===== config.mk =====
export PLATFORM = sky130hd
export DESIGN_NAME = sslb_latch_bank
export DESIGN_NICKNAME = d
export VERILOG_FILES = /design/src/common/sslb_pkg.sv /design/src/verilog/sslb_shifter.sv /design/src/verilog/sslb_divider.sv /design/src/verilog/sslb_latch_bank.sv
export SDC_FILE = /design/constraint.sdc
export NUM_CORES = 1
export LEC_CHECK = 0
export BUFFER_PORTS_ARGS = -buffer_cell sky130_fd_sc_hd__buf_2
export CORE_MARGIN = 2
export CORE_UTILIZATION = 27
export DETAILED_ROUTE_END_ITERATION = 10
export PLACE_DENSITY_LB_ADDON = 0.2
export SLEW_MARGIN = 20
export SYNTH_ARGS = -nofsm -noshare
export SYNTH_HDL_FRONTEND = slang
export SYNTH_HIERARCHICAL = 1
export SYNTH_SLANG_ARGS = --single-unit
export TNS_END_PERCENT = 20

===== constraint.sdc =====
create_clock -name mclk_i -period 3.7 [get_ports mclk_i]
set_input_delay 0.925 -clock mclk_i [delete_from_list [all_inputs] [get_ports mclk_i]]
set_output_delay 0.925 -clock mclk_i [all_outputs]
set_load 0.02 [all_outputs]

===== src/common/sslb_pkg.sv =====
package sslb_pkg;

    // Word framing
    localparam int WORD_BITS = 24;
    localparam logic [1:0] DEST_CONTROL = 2'h0;
    localparam logic [1:0] DEST_REFERENCE = 2'h1;
    localparam logic [1:0] DEST_FEEDBACK = 2'h2;

    // Divider and lock figures
    localparam int FB_DIV_BITS = 13;
    localparam int REF_DIV_BITS = 14;
    localparam logic [2:0] LOCK_CYCLES_FINE = 3'h5;
    localparam logic [2:0] LOCK_CYCLES_COARSE = 3'h3;
    localparam logic [1:0] SYNC_PD_EDGES = 2'h2;

    // Output multiplexer selections
    localparam logic [2:0] MUX_LOW = 3'h0;
    localparam logic [2:0] MUX_LOCK = 3'h1;
    localparam logic [2:0] MUX_FB_DIV = 3'h2;
    localparam logic [2:0] MUX_HIGH = 3'h3;
    localparam logic [2:0] MUX_REF_DIV = 3'h4;
    localparam logic [2:0] MUX_BAND_CLK = 3'h5;

    // Field layouts, msb first
    typedef struct packed {
        logic [1:0] spare;
        logic powerdown_sync_mode;
        logic powerdown_request;
        logic [2:0] pump_current_two;
        logic [2:0] pump_current_one;
        logic [1:0] out_power;
        logic mute_till_lock;
        logic pump_gain;
        logic pump_tristate;
        logic detector_polarity;
        logic [2:0] outmux_sel;
        logic counter_reset;
        logic [1:0] core_power;
        logic [1:0] dest;
    } sslb_ctrl_type;

    typedef struct packed {
        logic [1:0] spare;
        logic pump_gain;
        logic [FB_DIV_BITS-1:0] feedback_div;
        logic [5:0] reserved;
        logic [1:0] dest;
    } sslb_fb_type;

    typedef struct packed {
        logic [1:0] reserved;
        logic [1:0] band_clk_div;
        logic factory_test_bit;
        logic lock_precision;
        logic [1:0] antibacklash;
        logic [REF_DIV_BITS-1:0] ref_div;
        logic [1:0] dest;
    } sslb_ref_type;

    // Values after reset
    localparam logic [23:0] CTRL_RESET = 24'h000000;
    localparam logic [23:0] FB_RESET = 24'h000302;
    localparam logic [23:0] REF_RESET = 24'h000005;

endpackage


===== src/verilog/sslb_shifter.sv =====
`timescale 1ns/1ns
module sslb_shifter #(
    parameter int BITS = 24
) (
    // Clock and reset
    input wire logic mclk_i,
    input wire logic resetn_i,
    // Raw pins
    input wire logic sclk_i,
    input wire logic sdata_i,
    input wire logic load_enable_i,
    // Word out
    output logic [BITS-1:0] word_o,
    output logic load_o
);

    logic [1:0] clk_sync;
    logic [1:0] data_sync;
    logic [1:0] le_sync;
    logic clk_prev;
    logic le_prev;

    always_ff @(posedge mclk_i or negedge resetn_i) begin
        if (!resetn_i) begin
            clk_sync <= 2'h0;
            data_sync <= 2'h0;
            // Load enable idles high: no false load after reset
            le_sync <= 2'h3;
            clk_prev <= 1'b0;
            le_prev <= 1'b1;
        end else begin
            clk_sync <= {clk_sync[0], sclk_i};
            data_sync <= {data_sync[0], sdata_i};
            le_sync <= {le_sync[0], load_enable_i};
            clk_prev <= clk_sync[1];
            le_prev <= le_sync[1];
        end
    end

    // Shift keeps running in every power state
    always_ff @(posedge mclk_i or negedge resetn_i) begin
        if (!resetn_i) begin
            word_o <= '0;
        end else if (clk_sync[1] && !clk_prev) begin
            word_o <= {word_o[BITS-2:0], data_sync[1]};
        end
    end

    always_ff @(posedge mclk_i or negedge resetn_i) begin
        if (!resetn_i) begin
            load_o <= 1'b0;
        end else begin
            load_o <= le_sync[1] && !le_prev;
        end
    end

endmodule


===== src/verilog/sslb_divider.sv =====
`timescale 1ns/1ns
module sslb_divider #(
    parameter int WIDTH = 14
) (
    // Clock and reset
    input wire logic mclk_i,
    input wire logic resetn_i,
    // Control
    input wire logic hold_i,
    input wire logic tick_i,
    input wire logic [WIDTH-1:0] ratio_i,
    // Divided pulse
    output logic pulse_o
);

    logic [WIDTH-1:0] count;

    // Held at load state: count restarts at one
    always_ff @(posedge mclk_i or negedge resetn_i) begin
        if (!resetn_i) begin
            count <= WIDTH'(1);
            pulse_o <= 1'b0;
        end else if (hold_i) begin
            count <= WIDTH'(1);
            pulse_o <= 1'b0;
        end else if (tick_i) begin
            pulse_o <= count >= ratio_i;
            count <= (count >= ratio_i) ? WIDTH'(1) : count + WIDTH'(1);
        end else begin
            pulse_o <= 1'b0;
        end
    end

endmodule


===== src/verilog/sslb_latch_bank.sv =====
`timescale 1ns/1ns
module sslb_latch_bank (
    // Clock and reset
    input wire logic mclk_i,
    input wire logic resetn_i,
    // Serial link pins
    input wire logic sclk_i,
    input wire logic sdata_i,
    input wire logic load_enable_i,
    // Device pins
    input wire logic chip_enable_i,
    input wire logic ref_in_i,
    input wire logic fb_in_i,
    input wire logic phase_ok_i,
    // Loop controls
    output logic powered_down_o,
    output logic ref_buffer_en_o,
    output logic rf_out_en_o,
    output logic pump_tristate_o,
    output logic [2:0] pump_current_o,
    output logic detector_polarity_o,
    output logic [1:0] antibacklash_o,
    output logic [1:0] out_power_o,
    output logic [1:0] core_power_o,
    output logic test_mode_o,
    output logic lock_o,
    output logic band_clk_o,
    // Multiplexer pin
    output logic outmux_pin_o,
    output logic outmux_oe_o
);

    sslb_pkg::sslb_ctrl_type ctrl;
    sslb_pkg::sslb_fb_type fb;
    sslb_pkg::sslb_ref_type refw;
    logic [23:0] word;
    logic load;
    logic pump_gain;
    logic [1:0] ce_sync;
    logic [1:0] ref_sync;
    logic [1:0] fb_sync;
    logic [1:0] ok_sync;
    logic ref_prev;
    logic fb_prev;
    logic soft_pd;
    logic sync_armed;
    logic [1:0] sync_edges;
    logic hold_counters;
    logic ref_pulse;
    logic fb_pulse;
    logic [2:0] good_cycles;
    logic locked;
    logic [2:0] band_count;
    logic band_pulse;

    ////////////////////////////////////////////////////////////////////////////////////////////
    // Serial word capture
    sslb_shifter #(
        .BITS(sslb_pkg::WORD_BITS)
    ) u_shifter (
        .mclk_i(mclk_i),
        .resetn_i(resetn_i),
        .sclk_i(sclk_i),
        .sdata_i(sdata_i),
        .load_enable_i(load_enable_i),
        .word_o(word),
        .load_o(load)
    );

    function automatic logic dest_is(input logic [23:0] w, input logic [1:0] code);
        dest_is = w[1:0] == code;
    endfunction

    ////////////////////////////////////////////////////////////////////////////////////////////
    // Latches
    always_ff @(posedge mclk_i or negedge resetn_i) begin
        if (!resetn_i) begin
            ctrl <= sslb_pkg::CTRL_RESET;
        end else if (load && dest_is(word, sslb_pkg::DEST_CONTROL)) begin
            ctrl <= word;
        end
    end

    always_ff @(posedge mclk_i or negedge resetn_i) begin
        if (!resetn_i) begin
            refw <= sslb_pkg::REF_RESET;
        end else if (load && dest_is(word, sslb_pkg::DEST_REFERENCE)) begin
            refw <= word;
        end
    end

    // Reserved bits are stored but steer nothing
    always_ff @(posedge mclk_i or negedge resetn_i) begin
        if (!resetn_i) begin
            fb <= sslb_pkg::FB_RESET;
        end else if (load && dest_is(word, sslb_pkg::DEST_FEEDBACK)) begin
            fb <= word;
        end
    end

    // Shared gain bit follows the most recent writer
    always_ff @(posedge mclk_i or negedge resetn_i) begin
        if (!resetn_i) begin
            pump_gain <= 1'b0;
        end else if (load && dest_is(word, sslb_pkg::DEST_CONTROL)) begin
            pump_gain <= word[10];
        end else if (load && dest_is(word, sslb_pkg::DEST_FEEDBACK)) begin
            pump_gain <= word[21];
        end
    end

    ////////////////////////////////////////////////////////////////////////////////////////////
    // Pin synchronisers
    always_ff @(posedge mclk_i or negedge resetn_i) begin
        if (!resetn_i) begin
            ce_sync <= 2'h0;
            ref_sync <= 2'h0;
            fb_sync <= 2'h0;
            ok_sync <= 2'h0;
            ref_prev <= 1'b0;
            fb_prev <= 1'b0;
        end else begin
            ce_sync <= {ce_sync[0], chip_enable_i};
            ref_sync <= {ref_sync[0], ref_in_i};
            fb_sync <= {fb_sync[0], fb_in_i};
            ok_sync <= {ok_sync[0], phase_ok_i};
            ref_prev <= ref_sync[1];
            fb_prev <= fb_sync[1];
        end
    end

    ////////////////////////////////////////////////////////////////////////////////////////////
    // Software power-down
    // Sync mode waits on divider edges so the pump is not cut mid-correction
    always_ff @(posedge mclk_i or negedge resetn_i) begin
        if (!resetn_i) begin
            soft_pd <= 1'b0;
            sync_armed <= 1'b0;
            sync_edges <= 2'h0;
        end else if (load && dest_is(word, sslb_pkg::DEST_CONTROL)) begin
            sync_edges <= 2'h0;
            if (!word[20]) begin
                soft_pd <= 1'b0;
                sync_armed <= 1'b0;
            end else if (!word[21]) begin
                soft_pd <= 1'b1;
                sync_armed <= 1'b0;
            end else begin
                sync_armed <= !soft_pd;
            end
        end else if (sync_armed && ref_pulse) begin
            if (sync_edges == sslb_pkg::SYNC_PD_EDGES - 2'h1) begin
                soft_pd <= 1'b1;
                sync_armed <= 1'b0;
            end
            sync_edges <= sync_edges + 2'h1;
        end
    end

    // Dividers keep counting while a sync power-down is pending
    assign hold_counters = soft_pd || !ce_sync[1] || ctrl.counter_reset;

    ////////////////////////////////////////////////////////////////////////////////////////////
    // Reference and feedback dividers
    sslb_divider #(
        .WIDTH(sslb_pkg::REF_DIV_BITS)
    ) u_ref_div (
        .mclk_i(mclk_i),
        .resetn_i(resetn_i),
        .hold_i(hold_counters),
        .tick_i(ref_sync[1] && !ref_prev),
        .ratio_i(refw.ref_div),
        .pulse_o(ref_pulse)
    );

    sslb_divider #(
        .WIDTH(sslb_pkg::FB_DIV_BITS)
    ) u_fb_div (
        .mclk_i(mclk_i),
        .resetn_i(resetn_i),
        .hold_i(hold_counters),
        .tick_i(fb_sync[1] && !fb_prev),
        .ratio_i(fb.feedback_div),
        .pulse_o(fb_pulse)
    );

    ////////////////////////////////////////////////////////////////////////////////////////////
    // Lock detect
    // Phase window flag is judged outside; only its consecutive count lives here
    always_ff @(posedge mclk_i or negedge resetn_i) begin
        if (!resetn_i) begin
            good_cycles <= 3'h0;
            locked <= 1'b0;
        end else if (hold_counters) begin
            good_cycles <= 3'h0;
            locked <= 1'b0;
        end else if (ref_pulse) begin
            if (!ok_sync[1]) begin
                good_cycles <= 3'h0;
                locked <= 1'b0;
            end else if (good_cycles + 3'h1 >= (refw.lock_precision ? sslb_pkg::LOCK_CYCLES_FINE
                                                                 : sslb_pkg::LOCK_CYCLES_COARSE)) begin
                locked <= 1'b1;
            end else begin
                good_cycles <= good_cycles + 3'h1;
            end
        end
    end

    ////////////////////////////////////////////////////////////////////////////////////////////
    // Band select clock
    always_ff @(posedge mclk_i or negedge resetn_i) begin
        if (!resetn_i) begin
            band_count <= 3'h0;
            band_pulse <= 1'b0;
        end else if (hold_counters) begin
            band_count <= 3'h0;
            band_pulse <= 1'b0;
        end else if (ref_pulse) begin
            band_pulse <= (band_count & ((3'h1 << refw.band_clk_div) - 3'h1)) == 3'h0;
            band_count <= band_count + 3'h1;
        end else begin
            band_pulse <= 1'b0;
        end
    end

    ////////////////////////////////////////////////////////////////////////////////////////////
    // Registered outputs
    always_ff @(posedge mclk_i or negedge resetn_i) begin
        if (!resetn_i) begin
            powered_down_o <= 1'b1;
            ref_buffer_en_o <= 1'b0;
            rf_out_en_o <= 1'b0;
            pump_tristate_o <= 1'b1;
            pump_current_o <= 3'h0;
            detector_polarity_o <= 1'b0;
            antibacklash_o <= 2'h0;
            out_power_o <= 2'h0;
            core_power_o <= 2'h0;
            test_mode_o <= 1'b0;
            lock_o <= 1'b0;
            band_clk_o <= 1'b0;
        end else begin
            powered_down_o <= soft_pd || !ce_sync[1];
            ref_buffer_en_o <= !(soft_pd || !ce_sync[1]);
            rf_out_en_o <= !(soft_pd || !ce_sync[1]) && (!ctrl.mute_till_lock || locked);
            pump_tristate_o <= soft_pd || !ce_sync[1] || ctrl.pump_tristate;
            pump_current_o <= pump_gain ? ctrl.pump_current_two : ctrl.pump_current_one;
            detector_polarity_o <= ctrl.detector_polarity;
            antibacklash_o <= refw.antibacklash;
            out_power_o <= ctrl.out_power;
            core_power_o <= ctrl.core_power;
            test_mode_o <= refw.factory_test_bit;
            lock_o <= locked;
            band_clk_o <= band_pulse;
        end
    end

    // Pin floats while powered down
    always_ff @(posedge mclk_i or negedge resetn_i) begin
        if (!resetn_i) begin
            outmux_pin_o <= 1'b0;
            outmux_oe_o <= 1'b0;
        end else begin
            outmux_oe_o <= !(soft_pd || !ce_sync[1]);
            unique case (ctrl.outmux_sel)
                sslb_pkg::MUX_LOCK: outmux_pin_o <= locked;
                sslb_pkg::MUX_FB_DIV: outmux_pin_o <= fb_pulse;
                sslb_pkg::MUX_HIGH: outmux_pin_o <= 1'b1;
                sslb_pkg::MUX_REF_DIV: outmux_pin_o <= ref_pulse;
                sslb_pkg::MUX_BAND_CLK: outmux_pin_o <= band_pulse;
                default: outmux_pin_o <= 1'b0;
            endcase
        end
    end

endmodule


# After elaboration in Yosys (flattened, before gate mapping)
# Cells that the tools add are included.
# word_totals
reg_bits	151
in_bits	9
out_inout_bits	19
word_cells	147
# classes
addsub	6
magnitude_cmp	3
n_eq_ne	11
n_shift	1
muxes	39
bitwise_logic	1
n_reduce_logical	33
# ops
op	n
two-way mux 14 bit	3
two-way mux 13 bit	3
two-way mux 3 bit	8
two-way mux 1 bit	22
adder 14 x 1 -> 14 bit (second input constant)	1
greater-or-equal comparator 14 bit	1
adder 13 x 1 -> 13 bit (second input constant)	1
greater-or-equal comparator 13 bit	1
nonzero test 2 bit	6
logical AND 1 bit	9
logical NOT 1 bit	8
adder 3 x 1 -> 3 bit (second input constant)	2
equality test 3 x 2 -> 1 bit (second input constant)	2
equality test 3 bit (second input constant)	2
!= test 3 bit (second input constant)	2
AND reduction 2 bit	3
case mux 1 bit (5 select lines)	1
equality test 2 x 1 -> 1 bit (second input constant)	2
logical OR 1 bit	4
two-way mux 2 bit	2
AND 3 bit	1
equality test 3 x 1 -> 1 bit (second input constant)	1
greater-or-equal comparator 3 bit	1
logical NOT 3 bit	1
other kinds (7)	7

# Longest topological paths before layout
# logic_depth
ltp_word	6
mapped_depth	9
mapped_depth_nobuf	9

# Hierarchy
# The synthesis kept the hierarchy.
# modules_own_cells
module	instances	cells_each	area_each_um2	seq_area_each_um2
sslb_latch_bank	1	231	3430.8	2283.4
sslb_shifter	1	62	1246.2	829.5
sslb_divider (u_ref_div)	1	132	1182.4	376.6
sslb_divider (u_fb_div)	1	132	1179.9	351.6

# Worst setup path after synthesis
# OpenSTA, ideal clock, no wires.
# synth_path
kind	register to register
from	reg u_ref_div.count[0]
to	reg u_ref_div.count[11]
setup_time_ns	0.101
arrival_ns	2.046
required_time_ns	3.599
setup_slack_ns	1.553
path_stages_with_launch	10
n_path_buf	1
synth_period_minus_slack_ns	2.147
cell_sequence	dfstp_2 inv_1 ha_1 nand2b_1 a21oi_1 o211ai_1 a211oi_2 nand2_1 buf_6 o311ai_2
# synth_via
elab_chain_len	4
elab_cells_between_ends	5
cone_classes	1 x add/sub; 1 x order compare; 3 x mux
# synth_lines
element	line_no	rtl
from (decl)	sslb_divider.sv:16	logic [WIDTH-1:0] count;
from (signal assigned)	sslb_divider.sv:28	count <= (count >= ratio_i) ? WIDTH'(1) : count + WIDTH'(1);
adder 14 x 1 -> 14 bit / greater-or-equal comparator 14 bit (equally long branches)	sslb_divider.sv:28	
two-way mux 14 bit *	sslb_divider.sv:28	
two-way mux 14 bit *	sslb_divider.sv:26	end else if (tick_i) begin
two-way mux 14 bit *	sslb_divider.sv:23	end else if (hold_i) begin
# Mark *: on every way between the ends. The rest lies on a longest branch, timed or not. The select of a mux whose other input is x is not followed.
# A chain may end at the register's enable or synchronous reset.

# Final worst setup path
# layout_path
from	reg u_ref_div.count[0]
to	reg u_ref_div.count[3]
# The elaborated chain is that of the path after synthesis.

==> out/qor.txt <==
Status: complete, no violations
Core region area: 25300 um^2
Clock tree buffer depth: 2
CTS Buf Count: 17
Final design utilization: 31.8%
Max Transition Viols Final: 0
Core Rows: 58
RSZ-0062 raised after global routing: false
CTS Hold Bufs: 0
Total die area: 27100 um^2
Worst reg2reg endpoint: u_ref_div/count[3]$_DFFE_PN0P_
Vias per inst: 4.69
Syn-to-layout area delta: 15.2%
Die extent in x: 165 um
Total power draw: 4.81 mW
Critical Path Source Type: register
Crit end category: register
Worst min path class: register to register
Initial core utilization: 27.6%
Ant. Diodes: 0
Tot GR Track Use: 11.3%
Final min period: 2.70 ns
Max VDD drop: 0.000252 V
WP depth: 9
Worst-skew pair later-pin latency: 0.42 ns
Relative slew slack: 34.6%
Skew final: 0.0111 ns
Clk sinks: 151
Grt ovf: 0
Clk pin slew, worst setup/hold paths: 0.06 ns
GP Congestion: 0.798
Vias in the first global route: 4574
Synthesized cell area: 6970 um^2
Setup CP Type: register to register
Buffers plus inverters on the worst setup path: 2
Final setup viols: 0
Drt drc: 0
Largest stage delay, worst path: 0.56 ns
Initial DRT Pass Iterations: 4
Slew of the pin with the lowest slew margin: 0.979 ns
WP data required: 4.01 ns
Initial antenna violation count: 0
Worst reg2reg startpoint: u_ref_div/count[0]$_DFFE_PN1P_
Post-Route WL: 14.1 mm
Cell with the largest stage delay on the worst path: dfstp_2
Root Buffer: clkbuf_16
CTS tree: yes
I/O Pins: 28
Layout cells sized above 1: 29.0%
HPWL Detailed: 9.54 mm
CP Capture Point: u_ref_div/count[3]$_DFFE_PN0P_
Final setup TNS: 0 ns
CP startpoint: u_ref_div/count[0]$_DFFE_PN1P_
CP arrival: 3.00 ns
Nets: 631
PD cells: 600 nW/um^2
PortBufs: 27
Largest net degree at the start of global routing: 75
R2R setup slack: 1.00 ns
First-pass GRT wire length: 23.9 mm
CTS resizes: 0
Vias: 4367
Max-cap violations: 0
Lkg Pwr: 3.65 nW
Final Hold Fails: 0
Mapped Avg Cell Area: 12.6 um^2
Final period util: 72.9%
1st-iter DRT viols: 347
Post-CTS Setup Repair Bufs: 0
CP max FO: 14
Critical-path cell list: inv_1 > ha_1 > nand2b_1 > a21oi_1 > o211ai_1 > a211oi_2 > buf_4 > nand2_1 > o311ai_0
Max Fclk: 371 MHz
H-tree levels: 4
Die Ht: 165 um
Drt wl/cell: 15.1 um
Synthesis Warnings: 6
Antenna-violating nets left: 0
Syn Nets: 596
Mapped Cells: 553
Reg2reg path depth: 9
Largest delay contributor family on the critical path: compound AO/OA/AOI/OAI gates
-- sequential cells by signal, summed over array words and instances (netlist names), 3 cells and up --
signal	flops
band_count	3
good_cycles	3
ctrl	17
refw	20
pump_current_o	3
u_ref_div/count	14
u_shifter/word_o	22
u_fb_div/count	13
fb	13
-- worst min path at each step --
stage,start,to,slack (ns),cells after the start
global placement,ref_sync[0]$_DFF_PN0_,ref_sync[1]$_DFF_PN0_,0.33,0
floorplan,ce_sync[0]$_DFF_PN0_,ce_sync[1]$_DFF_PN0_,0.33,0
finish,u_shifter/data_sync[0]$_DFF_PN0_,u_shifter/data_sync[1]$_DFF_PN0_,0.35,0
CTS,u_shifter/data_sync[0]$_DFF_PN0_,u_shifter/data_sync[1]$_DFF_PN0_,0.35,0
detailed placement,ref_sync[0]$_DFF_PN0_,ref_sync[1]$_DFF_PN0_,0.34,0
global route,u_shifter/data_sync[0]$_DFF_PN0_,u_shifter/data_sync[1]$_DFF_PN0_,0.36,0
-- report_power, final --
part	internal, mW	switching [mW]
Sequential	1.95	0.225
Combinational	0.428	0.466
Clock	1.04	0.707
Total	3.41	1.40
-- worst reg2reg max path, stage by stage, from the launching register on --
cell and delay [ns]:
dfstp_2 0.56, inv_1 0.05, ha_1 0.25, nand2b_1 0.14
a21oi_1 0.17, o211ai_1 0.17, a211oi_2 0.21, buf_4 0.24
nand2_1 0.36, o311ai_0 0.44
-- metal layers --
metal	vias up	GRT usage (%)	part of all wire, %
li1	2058	-	-
met1	2236	15.1	49
met2	63	17.9	47
met3	10	2.96	2.8
met4	0	3.40	0.97
met5	-	0	0
-- placed cells by master, fill, tap and decap left out, types with 4 or more instances in the layout --
cell	instances
buf_2	26
dfrtp_1	141
a21oi_1	18
and3_1	7
nor2b_1	9
buf_4	5
o31ai_1	5
nor2_1	16
mux2_2	53
mux2_4	20
dfstp_2	10
mux2i_1	5
clkbuf_16	17
o21ai_0	14
nand2b_1	8
and2_1	4
a31oi_1	10
inv_1	37
nand4_1	10
nand3_1	27
o311ai_2	8
nand2_1	39
ha_1	34
-- per-stage QoR --
stage	cells	setup slack (ns)	instance area (um^2)	hold WS [ns]
4_1_cts	930	0.993	8010	0.353
5_1_grt	931	0.730	8020	0.360
3_5_place_dp	898	1.02	7410	0.338
2_1_floorplan	553	1.55	6970	0.331
6_report	931	1.00	8020	0.349
3_3_place_gp	898	1.09	7410	0.335
-- final cells by class --
class / count / area (um^2)
Fill cell: 2576 / 17200
Sequential cell: 151 / 3790
Multi-Input combinational cell: 348 / 2890
Clock buffer: 19 / 453
Tap cell: 330 / 413
Timing Repair Buffer: 33 / 194
Clock inverter: 13 / 145
Inverter: 37 / 139
No activity file was read; power rests on OpenSTA's default activity.
